### src/core/kbd_emul_pkg.sv
package kbd_emul_pkg;
   // ----------------------------------------------------------------
   // control register field positions
   // ----------------------------------------------------------------
   localparam int BIT_EMUL_ON = 0;
   localparam int BIT_EMUL_IRQ_STATUS = 1;
   localparam int BIT_CHAR_WAITING = 2;
   localparam int BIT_KBD_LINE_ENABLE = 3;
   localparam int BIT_EXT_TRIGGER_ENABLE = 4;
   localparam int BIT_GATE_CMD_SEQUENCE = 5;
   localparam int BIT_KBD_EDGE_SEEN = 6;
   localparam int BIT_AUX_EDGE_SEEN = 7;
   localparam int BIT_ADDR_GATE_STATUS = 8;
   localparam int CTRL_USED_BITS = 9;
   localparam logic [31:0] CTRL_RESET = 32'h0000_0000;
   // ----------------------------------------------------------------
   // legacy port addresses and command codes
   // ----------------------------------------------------------------
   localparam logic [15:0] PORT_DATA = 16'h0060;
   localparam logic [15:0] PORT_CMD = 16'h0064;
   localparam logic [7:0] CMD_GATE_WRITE = 8'hd1;
endpackage

### src/core/kbd_edge_detect.sv
`timescale 1ns/1ps
// rising edge detector for the two keyboard controller lines
module kbd_edge_detect
   import kbd_emul_pkg::*;
(
   input wire logic i_clock,
   input wire logic i_rst_b,
   input wire logic i_level,
   output logic o_rise
);
   logic last_r;
   logic last_nxt;

   // remember the previous level; inputs are synchronous already
   always_comb begin
      last_nxt = i_level;
   end

   always_ff @(posedge i_clock or negedge i_rst_b) begin
      if (!i_rst_b) begin
         last_r <= 1'b0;
      end else begin
         last_r <= last_nxt;
      end
   end

   assign o_rise = i_level & ~last_r;
endmodule

### src/core/legacy_keyboard_emulation_ctrl.sv
`timescale 1ns/1ps
module legacy_keyboard_emulation_ctrl
   import kbd_emul_pkg::*;
(
   input wire logic i_clock,
   input wire logic i_rst_b,
   // control register access from the target path
   input wire logic i_ctrl_wr,
   input wire logic [31:0] i_ctrl_wdata,
   // status flags written by emulation software
   input wire logic i_status_wr,
   input wire logic i_out_buf_full_wdata,
   input wire logic i_aux_out_buf_full_wdata,
   input wire logic i_in_buf_full_wdata,
   input wire logic i_cmd_or_data_flag_wdata,
   // host legacy port I/O cycle
   input wire logic i_io_wr,
   input wire logic i_io_rd,
   input wire logic [15:0] i_io_addr,
   input wire logic [7:0] i_io_wdata,
   // lines from the external keyboard controller
   input wire logic i_keyboard_intr_line,
   input wire logic i_aux_intr_line,
   output logic [31:0] o_ctrl_rdata,
   output logic o_out_buf_full,
   output logic o_aux_out_buf_full,
   output logic o_in_buf_full,
   output logic o_cmd_or_data_flag,
   output logic o_keyboard_intr_line,
   output logic o_aux_intr_line,
   output logic o_emul_irq,
   output logic o_addr_line_gate,
   output logic o_io_claim
);
   // ----------------------------------------------------------------
   // state
   // ----------------------------------------------------------------
   // stored control bits, written by software
   logic emul_on_r, emul_on_nxt;
   logic char_waiting_r, char_waiting_nxt;
   logic kbd_line_enable_r, kbd_line_enable_nxt;
   logic ext_en_r, ext_en_nxt;
   logic gate_seq_r, gate_seq_nxt;
   logic kbd_seen_r, kbd_seen_nxt;
   logic aux_seen_r, aux_seen_nxt;
   logic gate_stat_r, gate_stat_nxt;

   // status flags shared between host ports and emulation software
   logic obf_r, obf_nxt;
   logic aux_obf_r, aux_obf_nxt;
   logic ibf_r, ibf_nxt;
   logic cmd_flag_r, cmd_flag_nxt;

   // registered copies that feed the outputs
   logic irq_cond_r, irq_cond_nxt;
   logic kbd_out_r, kbd_out_nxt;
   logic aux_out_r, aux_out_nxt;
   logic gate_pin_r, gate_pin_nxt;
   logic claim_r, claim_nxt;
   logic [31:0] rdata_r, rdata_nxt;

   // combinational strobes from the edge detectors and the decode
   logic kbd_rise, aux_rise;
   logic hit_data, hit_cmd, gate_done;

   // ----------------------------------------------------------------
   // elaboration checks
   // ----------------------------------------------------------------
   // the readback image is 32 bits wide and every stored field must
   // sit below the reserved range, or bits 31:9 would not read zero
   if (CTRL_USED_BITS > 32) begin : g_bad_width
      $error("control image wider than the register");
   end
   if (BIT_ADDR_GATE_STATUS >= CTRL_USED_BITS) begin : g_bad_field
      $error("control field inside the reserved range");
   end

   // ----------------------------------------------------------------
   // shared decode helpers
   // ----------------------------------------------------------------
   // a legacy port only answers while emulation is on; folding the
   // enable into the compare keeps the two ports from drifting apart
   function automatic logic port_hit(input logic en,
      input logic [15:0] addr, input logic [15:0] port);
      return en && (addr == port);
   endfunction

   // both emulated lines need the enable and a full output buffer;
   // the auxiliary flag alone decides which of the two is driven
   function automatic logic line_level(input logic on, input logic en,
      input logic full, input logic aux, input logic want_aux);
      return on && en && full && (aux == want_aux);
   endfunction

   // ----------------------------------------------------------------
   // edge capture on the external controller lines
   // ----------------------------------------------------------------
   // line 1 from the external controller
   kbd_edge_detect u_kbd_edge (
      .i_clock(i_clock),
      .i_rst_b(i_rst_b),
      .i_level(i_keyboard_intr_line),
      .o_rise(kbd_rise)
   );

   // line 12 from the external controller
   kbd_edge_detect u_aux_edge (
      .i_clock(i_clock),
      .i_rst_b(i_rst_b),
      .i_level(i_aux_intr_line),
      .o_rise(aux_rise)
   );

   // ----------------------------------------------------------------
   // port decode, only while emulation is on
   // ----------------------------------------------------------------
   always_comb begin
      hit_data = port_hit(emul_on_r, i_io_addr, PORT_DATA);
      hit_cmd = port_hit(emul_on_r, i_io_addr, PORT_CMD);
      // the data write that ends an address gate sequence is absorbed
      gate_done = hit_data && i_io_wr && gate_seq_r;
   end

   // ----------------------------------------------------------------
   // next-state logic
   // ----------------------------------------------------------------
   always_comb begin
      emul_on_nxt = emul_on_r;
      char_waiting_nxt = char_waiting_r;
      kbd_line_enable_nxt = kbd_line_enable_r;
      ext_en_nxt = ext_en_r;
      gate_seq_nxt = gate_seq_r;
      kbd_seen_nxt = kbd_seen_r;
      aux_seen_nxt = aux_seen_r;
      gate_stat_nxt = gate_stat_r;
      obf_nxt = obf_r;
      aux_obf_nxt = aux_obf_r;
      ibf_nxt = ibf_r;
      cmd_flag_nxt = cmd_flag_r;
      // software writes first; hardware events below take precedence
      // bit 1 and bits 31:9 are never stored; they are rebuilt below
      if (i_ctrl_wr) begin
         emul_on_nxt = i_ctrl_wdata[BIT_EMUL_ON];
         char_waiting_nxt = i_ctrl_wdata[BIT_CHAR_WAITING];
         kbd_line_enable_nxt = i_ctrl_wdata[BIT_KBD_LINE_ENABLE];
         ext_en_nxt = i_ctrl_wdata[BIT_EXT_TRIGGER_ENABLE];
         gate_seq_nxt = i_ctrl_wdata[BIT_GATE_CMD_SEQUENCE];
         gate_stat_nxt = i_ctrl_wdata[BIT_ADDR_GATE_STATUS];
         if (i_ctrl_wdata[BIT_KBD_EDGE_SEEN]) begin
            kbd_seen_nxt = 1'b0;
         end
         if (i_ctrl_wdata[BIT_AUX_EDGE_SEEN]) begin
            aux_seen_nxt = 1'b0;
         end
      end
      // the emulation software owns the buffer flags between accesses
      if (i_status_wr) begin
         obf_nxt = i_out_buf_full_wdata;
         aux_obf_nxt = i_aux_out_buf_full_wdata;
         ibf_nxt = i_in_buf_full_wdata;
         cmd_flag_nxt = i_cmd_or_data_flag_wdata;
      end
      // a new edge wins over a clear in the same cycle
      if (kbd_rise) begin
         kbd_seen_nxt = 1'b1;
      end
      if (aux_rise) begin
         aux_seen_nxt = 1'b1;
      end
      // a command byte restarts or ends the address gate sequence
      if (i_io_wr && hit_cmd) begin
         gate_seq_nxt = (i_io_wdata == CMD_GATE_WRITE);
         cmd_flag_nxt = 1'b1;
         ibf_nxt = 1'b1;
      end
      // a data byte fills the input buffer unless it ends the sequence
      if (i_io_wr && hit_data) begin
         cmd_flag_nxt = 1'b0;
         if (gate_done) begin
            // bit 1 of the data byte carries the requested gate level
            gate_stat_nxt = i_io_wdata[1];
            gate_seq_nxt = 1'b0;
         end else begin
            ibf_nxt = 1'b1;
         end
      end
      // the host has taken the byte, so the output buffer is free
      if (i_io_rd && hit_data) begin
         obf_nxt = 1'b0;
      end
   end

   // ----------------------------------------------------------------
   // interrupt and output next values
   // ----------------------------------------------------------------
   always_comb begin
      // the external trigger lasts one cycle per edge; the edge-seen
      // bits keep the record for software that polls too late
      irq_cond_nxt = (char_waiting_nxt && !obf_nxt)
         || (emul_on_nxt && ibf_nxt)
         || (ext_en_nxt && (kbd_rise || aux_rise));
      kbd_out_nxt = line_level(emul_on_nxt, kbd_line_enable_nxt, obf_nxt,
         aux_obf_nxt, 1'b0);
      aux_out_nxt = line_level(emul_on_nxt, kbd_line_enable_nxt, obf_nxt,
         aux_obf_nxt, 1'b1);
      // the gate pin follows the stored status bit
      gate_pin_nxt = gate_stat_nxt;
      // tells the port bridge that this block answered the cycle
      claim_nxt = (hit_data || hit_cmd) && (i_io_wr || i_io_rd);
   end

   // ----------------------------------------------------------------
   // control register image
   // ----------------------------------------------------------------
   // built from next values so the readback never lags the state
   always_comb begin
      rdata_nxt = CTRL_RESET;
      rdata_nxt[BIT_EMUL_ON] = emul_on_nxt;
      rdata_nxt[BIT_EMUL_IRQ_STATUS] = irq_cond_nxt;
      rdata_nxt[BIT_CHAR_WAITING] = char_waiting_nxt;
      rdata_nxt[BIT_KBD_LINE_ENABLE] = kbd_line_enable_nxt;
      rdata_nxt[BIT_EXT_TRIGGER_ENABLE] = ext_en_nxt;
      rdata_nxt[BIT_GATE_CMD_SEQUENCE] = gate_seq_nxt;
      rdata_nxt[BIT_KBD_EDGE_SEEN] = kbd_seen_nxt;
      rdata_nxt[BIT_AUX_EDGE_SEEN] = aux_seen_nxt;
      rdata_nxt[BIT_ADDR_GATE_STATUS] = gate_stat_nxt;
   end

   // ----------------------------------------------------------------
   // registers, all clear at reset
   // ----------------------------------------------------------------
   // reset loads constants only, so the clear stays purely asynchronous
   always_ff @(posedge i_clock or negedge i_rst_b) begin
      if (!i_rst_b) begin
         emul_on_r <= 1'b0;
         char_waiting_r <= 1'b0;
         kbd_line_enable_r <= 1'b0;
         ext_en_r <= 1'b0;
         gate_seq_r <= 1'b0;
         kbd_seen_r <= 1'b0;
         aux_seen_r <= 1'b0;
         gate_stat_r <= 1'b0;
         obf_r <= 1'b0;
         aux_obf_r <= 1'b0;
         ibf_r <= 1'b0;
         cmd_flag_r <= 1'b0;
         irq_cond_r <= 1'b0;
         kbd_out_r <= 1'b0;
         aux_out_r <= 1'b0;
         gate_pin_r <= 1'b0;
         claim_r <= 1'b0;
         rdata_r <= CTRL_RESET;
      end else begin
         emul_on_r <= emul_on_nxt;
         char_waiting_r <= char_waiting_nxt;
         kbd_line_enable_r <= kbd_line_enable_nxt;
         ext_en_r <= ext_en_nxt;
         gate_seq_r <= gate_seq_nxt;
         kbd_seen_r <= kbd_seen_nxt;
         aux_seen_r <= aux_seen_nxt;
         gate_stat_r <= gate_stat_nxt;
         obf_r <= obf_nxt;
         aux_obf_r <= aux_obf_nxt;
         ibf_r <= ibf_nxt;
         cmd_flag_r <= cmd_flag_nxt;
         irq_cond_r <= irq_cond_nxt;
         kbd_out_r <= kbd_out_nxt;
         aux_out_r <= aux_out_nxt;
         gate_pin_r <= gate_pin_nxt;
         claim_r <= claim_nxt;
         rdata_r <= rdata_nxt;
      end
   end

   // ----------------------------------------------------------------
   // outputs straight from flip-flops
   // ----------------------------------------------------------------
   assign o_ctrl_rdata = rdata_r;
   assign o_out_buf_full = obf_r;
   assign o_aux_out_buf_full = aux_obf_r;
   assign o_in_buf_full = ibf_r;
   assign o_cmd_or_data_flag = cmd_flag_r;
   assign o_keyboard_intr_line = kbd_out_r;
   assign o_aux_intr_line = aux_out_r;
   assign o_emul_irq = irq_cond_r;
   assign o_addr_line_gate = gate_pin_r;
   assign o_io_claim = claim_r;
endmodule

### config.mk
export PLATFORM = sky130hd
export DESIGN_NAME = legacy_keyboard_emulation_ctrl
export DESIGN_NICKNAME = d
export VERILOG_FILES = /design/src/core/kbd_emul_pkg.sv /design/src/core/kbd_edge_detect.sv /design/src/core/legacy_keyboard_emulation_ctrl.sv
export SDC_FILE = /design/constraint.sdc
export NUM_CORES = 1
export LEC_CHECK = 0
export BUFFER_PORTS_ARGS = -buffer_cell sky130_fd_sc_hd__buf_2
export CORE_ASPECT_RATIO = 0.5
export CORE_UTILIZATION = 33
export CTS_CLUSTER_DIAMETER = 100
export DETAILED_ROUTE_END_ITERATION = 10
export GPL_TIMING_DRIVEN = 0
export PLACE_DENSITY_LB_ADDON = 0.3
export SLEW_MARGIN = 10
export SYNTH_ARGS = -nofsm -noshare
export SYNTH_HDL_FRONTEND = slang
export SYNTH_SLANG_ARGS = --single-unit
export TNS_END_PERCENT = 20
### constraint.sdc
create_clock -name i_clock -period 1.4 [get_ports i_clock]
set_input_delay 0.07 -clock i_clock [delete_from_list [all_inputs] [get_ports i_clock]]
set_output_delay 0.07 -clock i_clock [all_outputs]
set_load 0.05 [all_outputs]
==> results of run 1 <==
## stage by stage
stage / TNS [ns] / setup WS, ns / total power [W] / hold slack (ns) / instances
3_5_place_dp: -0.109 / -0.109 / 0.00125 / 0.0220 / 237
3_3_place_gp: -0.105 / -0.105 / 0.00124 / 0.0206 / 237
5_1_grt: -0.410 / -0.160 / 0.00173 / 0.0441 / 246
6_report: -0.156 / -0.0832 / 0.00166 / 0.0472 / 246
2_1_floorplan: -0.0227 / -0.0227 / 0.00110 / -0.226 / 129
4_1_cts: -0.183 / -0.0986 / 0.00167 / 0.0427 / 246
## cell families (layout without fill, tap and decap cells)
| kind of cell | after synthesis | after routing | synth area share (%) |
|---|---|---|---|
| and+or+nand+nor | 25 | 25 | 19.0 |
| buffers and inverters | 38 | 107 | 23.3 |
| AOI/OAI and AO/OA | 15 | 15 | 9.10 |
| other | 1 | 23 | 0.321 |
| muxes | 10 | 10 | 9.74 |
| DFF | 18 | 18 | 38.5 |
## per-layer routing
layer	GRT usage (%)	up-vias
met3	4.85	4
met4	5.33	0
met5	0	-
li1	-	498
met1	14.4	428
met2	23.0	48
## flip-flops by register name (all words and copies together), names as in the netlist
name / cells
o_in_buf_full: 1
u_aux_edge.last_r: 1
o_out_buf_full: 1
o_aux_out_buf_full: 1
o_io_claim: 1
o_cmd_or_data_flag: 1
o_ctrl_rdata: 9
u_kbd_edge.last_r: 1
o_aux_intr_line: 1
o_keyboard_intr_line: 1
## path summary, 6_finish.rpt
kind	start	endpoint	slack, ns	cells past startpoint
setup / recovery	o_ctrl_rdata[0]	o_ctrl_rdata[8]	-0.08	5
hold / removal	i_io_rd	o_io_claim	0.05	2
setup reg to reg	o_ctrl_rdata[0]	o_ctrl_rdata[8]	-0.08	5
hold reg to reg	o_ctrl_rdata[6]	o_ctrl_rdata[6]	0.48	1
max in group asynchronous	i_rst_b	o_ctrl_rdata[6]	0.83	2
min in group asynchronous	i_rst_b	o_ctrl_rdata[3]	0.28	2
## what timing repair did
| action | CTS | global route |
|---|---|---|
| resized for setup | 0 | 0 |
| setup endpoints to repair | 1 | 3 |
| buffers inserted | 2 | 0 |
| endpoints found under the hold margin | 20 | 0 |
| hold buffers | 3 | 0 |
## placed cells by master, fill, tap and decap left out, types with 3 or more instances in the layout
master	instances
dlygate4sd3_1	3
buf_2	62
o21ai_1	3
nor4b_4	3
nor2_1	3
nor2b_1	3
clkbuf_8	4
mux2_2	4
conb_1	23
mux2_1	3
buf_4	34
nand2_1	6
inv_1	3
dfrtp_1	18
## final cells by class
type | count | area (sq um)
fillers | 311 | 1480
inverters | 3 | 11.3
clock buffers | 4 | 55.1
multi-input cells | 73 | 528
plain buffers | 35 | 262
well taps | 48 | 60.1
repair buffers | 65 | 345
flip-flops and latches | 18 | 450
## where the power goes
part	switching (W)	leakage [nW]	total (W)	internal (W)
clock	0.000164	0.0288	0.000413	0.000250
sequential	0.0000248	0.216	0.000590	0.000566
combinational	0.000435	0.713	0.000654	0.000218
total	0.000624	0.958	0.00166	0.00103
==> results.ini, run 1 <==
[setup_path]
worstPathArrival_ns = 1.62
crit_chain = nor4b_4, and4_1, buf_6, nand4b_4, mux2_4
crit_fanout = 4
critPathSlowestCell = dfrtp_1
crit_required_ns = 1.54
critPathMaxStageDelay_ns = 0.38
end_kind = register
startpoint_type = register
path_buf_inv = 1
critical_path.top_delay_family = simple AND/OR/NAND/NOR gates
worstSetupPathType = register to register

[clock_tree]
cts_buffers = 3
root_buffer = clkbuf_8
cts_tree = built
clock_sinks = 18
clkTransAtPathRegs_ns = 0.07
clock_latency_ns = 0.25
cts_max_path_buffers = 2
h-tree-depth = 1

[pwr]
p_per_area_nw_per_um2 = 968
power_leakage_nw = 0.958
max-vdd-ir-drop_uv = 380

[timing]
finalHoldViolCount = 0
grt_setup_unrepaired = true
period_share_pct = 106
setup_viol_count_final = 3
skew_ns = 0.00561
final.setup.worst_slack_ns = -0.0832
layout_min_cycle_time_ns = 1.48
final_max_slew_viol_count = 0
max_freq_mhz = 674

[placed_design]
dpl-instance-area_sq_um = 1610
dp.final_hpwl_um = 2040
portBuffers = 60
gp_congestion = 0.655

[floorplanning]
initial_utilization_pct = 36.7
die_h_um = 44.1
fp-row-count = 14
ios = 109
die_area_sq_um = 3800
core_area_sq_um = 3190
die_x_um = 86.2

[synthesis]
synth_seq_area_share_pct = 38.5
async_flop_share_pct = 100
yosys_warnings = 0
yosysMostFrequentCell = buf_4
ys_types = 32
synth_common_cells = buf_4, dfrtp_1, nand2_1
syn_avg_cell_area_sq_um = 10.9
yosysTopAreaCellShare_pct = 38.5
synth_top_cell_by_area = dfrtp_1
synth-seq-cells = 18
synth.area.top_cells = dfrtp_1, buf_4, nor4b_4
synth-edff-count = 0
synth_cells = 107
synth_area_sq_um = 1170
synthFlopType = dfrtp_1

[drt]
drtIter0Drc = 18
wl_met3_um = 222
routedWlPerCell_um = 9.59
highest_layer = met4
wl_met2_um = 1130
drcViolationCount = 0
postRouteAntennaNets = 0
vias = 978
drt-total-wl_um = 2360
firstDrtPassIters = 3
m1WireLength_um = 974
routed_via_density = 3.98

[job]
maxCapViolCount = 0

[cells_and_area]
final_nets = 267
insertedDiodeCount = 0
layout-drive-gt1-share_pct = 56.6
area_growth_pct = 46.5
fin_util_pct = 53.7
fin_area_sq_um = 1710

[global_routing]
grt_pass1_vias = 898
grt.total_usage_pct = 12.9
grt.overflow.total = 0
antenna_found_initial = 0
grt_pass1_wl_um = 3630
grt_max_degree = 19

[outcome]
violations = negative setup slack
outcome = finished with violations

[hold_path]
hold_path.class = input port to register

Power figures use the tool's default switching activity.
==> inputs of run 2 (changes only) <==
--- a/config.mk
+++ b/config.mk
@@ -7,7 +7,7 @@
 export LEC_CHECK = 0
 export BUFFER_PORTS_ARGS = -buffer_cell sky130_fd_sc_hd__buf_2
 export CORE_ASPECT_RATIO = 0.5
-export CORE_UTILIZATION = 33
+export CORE_UTILIZATION = 37
 export CTS_CLUSTER_DIAMETER = 100
 export DETAILED_ROUTE_END_ITERATION = 10
 export GPL_TIMING_DRIVEN = 0
==> constraint.sdc (replaced) <==
create_clock -name i_clock -period 1.7 [get_ports i_clock]
set_input_delay 0.085 -clock i_clock [delete_from_list [all_inputs] [get_ports i_clock]]
set_output_delay 0.085 -clock i_clock [all_outputs]
set_load 0.05 [all_outputs]
==> run 2 against run 1 <==
Against the previous run:
- the flow now finishes without violations
- cell count decreased by 5.3%
- critical path depth unchanged
- die area decreased by 10%
- global-route usage increased by 2.3 points
- combinational power decreased by 17%
- worst setup slack improved by 0.20 ns
- critical endpoint unchanged
- largest cell class unchanged
- largest power group unchanged
==> results.ini, run 2 (synthesis gave the netlist of run 1 again) <==
[floorplanning]
ios = 109  ; unchanged
core_area_sq_um = 2780  ; -13%
initial_utilization_pct = 42.0  ; +5.4 points
die_h_um = 41.7  ; -5.3%
die_x_um = 81.5  ; -5.4%
die_area_sq_um = 3400  ; -10%
fp-row-count = 13  ; -1

[setup_path]
ff2ff_setup_slack_ns = 0.12  ; +0.20 ns
timing.rr.end = o_ctrl_rdata[8]
crit_fanout = 7  ; +3
critPathMaxStageDelay_ns = 0.40  ; +0.02 ns
reg2reg_from = o_ctrl_rdata[0]
critPathSlowestCell = dfrtp_1
crit_chain = nor4b_4, and4_1, buf_6, nand4b_4, mux2_4
reg2reg_depth = 5  ; unchanged
worstSetupPathType = register to register
startpoint_type = register
end_kind = register
worstPathArrival_ns = 1.72  ; +0.10 ns
crit_required_ns = 1.84  ; +0.30 ns

[clock_tree]
clock_latency_ns = 0.25  ; about the same
h-tree-depth = 1  ; unchanged
cts_max_path_buffers = 2  ; unchanged
root_buffer = clkbuf_8
clock_sinks = 18  ; unchanged
hold_buffers = 3  ; unchanged
cts_tree = built
cts-resized-gates = 0  ; unchanged
cts_setup_buffers = 0  ; -2
clkTransAtPathRegs_ns = 0.07  ; about the same
cts_buffers = 3  ; unchanged

[drt]
vias = 991  ; +1.3%
routed_via_density = 4.25  ; +7.0%
routedWlPerCell_um = 10.3  ; +7.6%
drt-total-wl_um = 2400  ; +2.0%
drtIter0Drc = 28  ; +10
firstDrtPassIters = 4  ; +1
drcViolationCount = 0  ; unchanged
postRouteAntennaNets = 0  ; unchanged

[timing]
skew_ns = 0.00431  ; -0.00130 ns
final_max_slew_viol_count = 0  ; unchanged
period_share_pct = 93.1  ; -13 points
tns_ns = 0  ; +0.156 ns
max_freq_mhz = 632  ; -6.3%
setup_viol_count_final = 0  ; -3
layout_min_cycle_time_ns = 1.58  ; +0.0994 ns
finalHoldViolCount = 0  ; unchanged
grt_setup_unrepaired = false

[cells_and_area]
layout-drive-gt1-share_pct = 56.1  ; -0.44 points
final_common_cell = buf_2
final_nets = 265  ; -0.75%
area_growth_pct = 44.0
largest_reg_flops = 9  ; unchanged
insertedDiodeCount = 0  ; unchanged
final_cell_mix = buf_2, buf_4, conb_1, dfrtp_1, nand2_1

[global_routing]
antenna_found_initial = 0  ; unchanged
grt.total_usage_pct = 15.2  ; +2.3 points
grt.overflow.total = 0  ; unchanged
grt_max_degree = 19  ; unchanged
met2_usage_pct = 27.5  ; +4.5 points
grt_pass1_wl_um = 3910  ; +7.6%
use_met1_pct = 16.4  ; +2.0 points
busiest_layer = met2
grt_use_met3_pct = 4.62  ; -0.24 points
grt_pass1_vias = 972  ; +8.2%

[pwr]
p_per_area_nw_per_um2 = 817  ; -16%
power_w = 0.00137  ; -17%
max-vdd-ir-drop_uv = 376  ; -1.2%
power_leakage_nw = 0.947  ; -1.1%

[placed_design]
gp_congestion = 0.715  ; +9.2%
portBuffers = 60  ; unchanged
dp.final_hpwl_um = 1990  ; -2.2%

[hold_path]
hold_path.class = input port to register
hold-path-endpoint = o_io_claim
holdCritStartpoint = i_io_rd
hold_depth = 2  ; unchanged

[job]
maxCapViolCount = 0  ; unchanged

[outcome]
outcome = finished clean

-- run 2: cell count changes in the layout (fill, tap and decap cells not counted), sizes merged --
| cell | before | now |
|---|---|---|
| buf | 97 | 95 |
-- run 2: worst max-delay path by stage --
stage                                from         endpoint  slack [ns]  depth (start not counted)
after floorplan           o_ctrl_rdata[0]  o_ctrl_rdata[8]        0.28                          5
after global placement    o_ctrl_rdata[0]  o_ctrl_rdata[8]        0.15                          5
after detailed placement  o_ctrl_rdata[0]  o_ctrl_rdata[8]        0.13                          5
after CTS                 o_ctrl_rdata[0]  o_ctrl_rdata[8]        0.11                          5
after global routing      o_ctrl_rdata[0]  o_ctrl_rdata[8]        0.05                          5
final                     o_ctrl_rdata[0]  o_ctrl_rdata[8]        0.12                          5
-- run 2: critical path: cells and delay by family, from the launching register on --
family        cells  cell delay [ns]
simple gates      3             0.63
buf+inv           1             0.13
flops             1             0.40
mux               1             0.31
-- run 2: metrics by stage --
| stage | worst slack (ns) | area, sq um | utilization, % | hold WS, ns | cells |
|---|---|---|---|---|---|
| after floorplan | 0.277 | 1250 | - | -0.211 | 129 |
| after global placement | 0.148 | 1600 | 57.4 | 0.0386 | 226 |
| after detailed placement | 0.133 | 1600 | 57.4 | 0.0396 | 226 |
| after CTS | 0.109 | 1680 | 60.5 | 0.0617 | 233 |
| after global routing | 0.0475 | 1680 | 60.5 | 0.0661 | 233 |
| final | 0.117 | 1680 | 60.5 | 0.0637 | 233 |
-- run 2: metal layers --
layer	vias up	part of all wire, %	wire [um]
met5	-	0	0
met4	0	1.8	44
met3	4	8.3	199
met2	45	50	1210
met1	448	40	950
li1	494	-	-
-- run 2: power by group --
part | internal (W) | switching [W] | leakage, nW | total, W
clock network | 0.000206 | 0.000142 | 0.0288 | 0.000348
registers | 0.000466 | 0.0000215 | 0.216 | 0.000487
logic | 0.000180 | 0.000360 | 0.702 | 0.000540
total | 0.000851 | 0.000524 | 0.947 | 0.00137
-- run 2: final cells by class --
type	instances	area [sq um]
sequential	18	450
tap	37	46.3
buffer	35	262
timing repair buffer	63	330
multi-input combinational	73	528
fill	231	1100
inverter	3	11.3
clock buffer	4	55.1
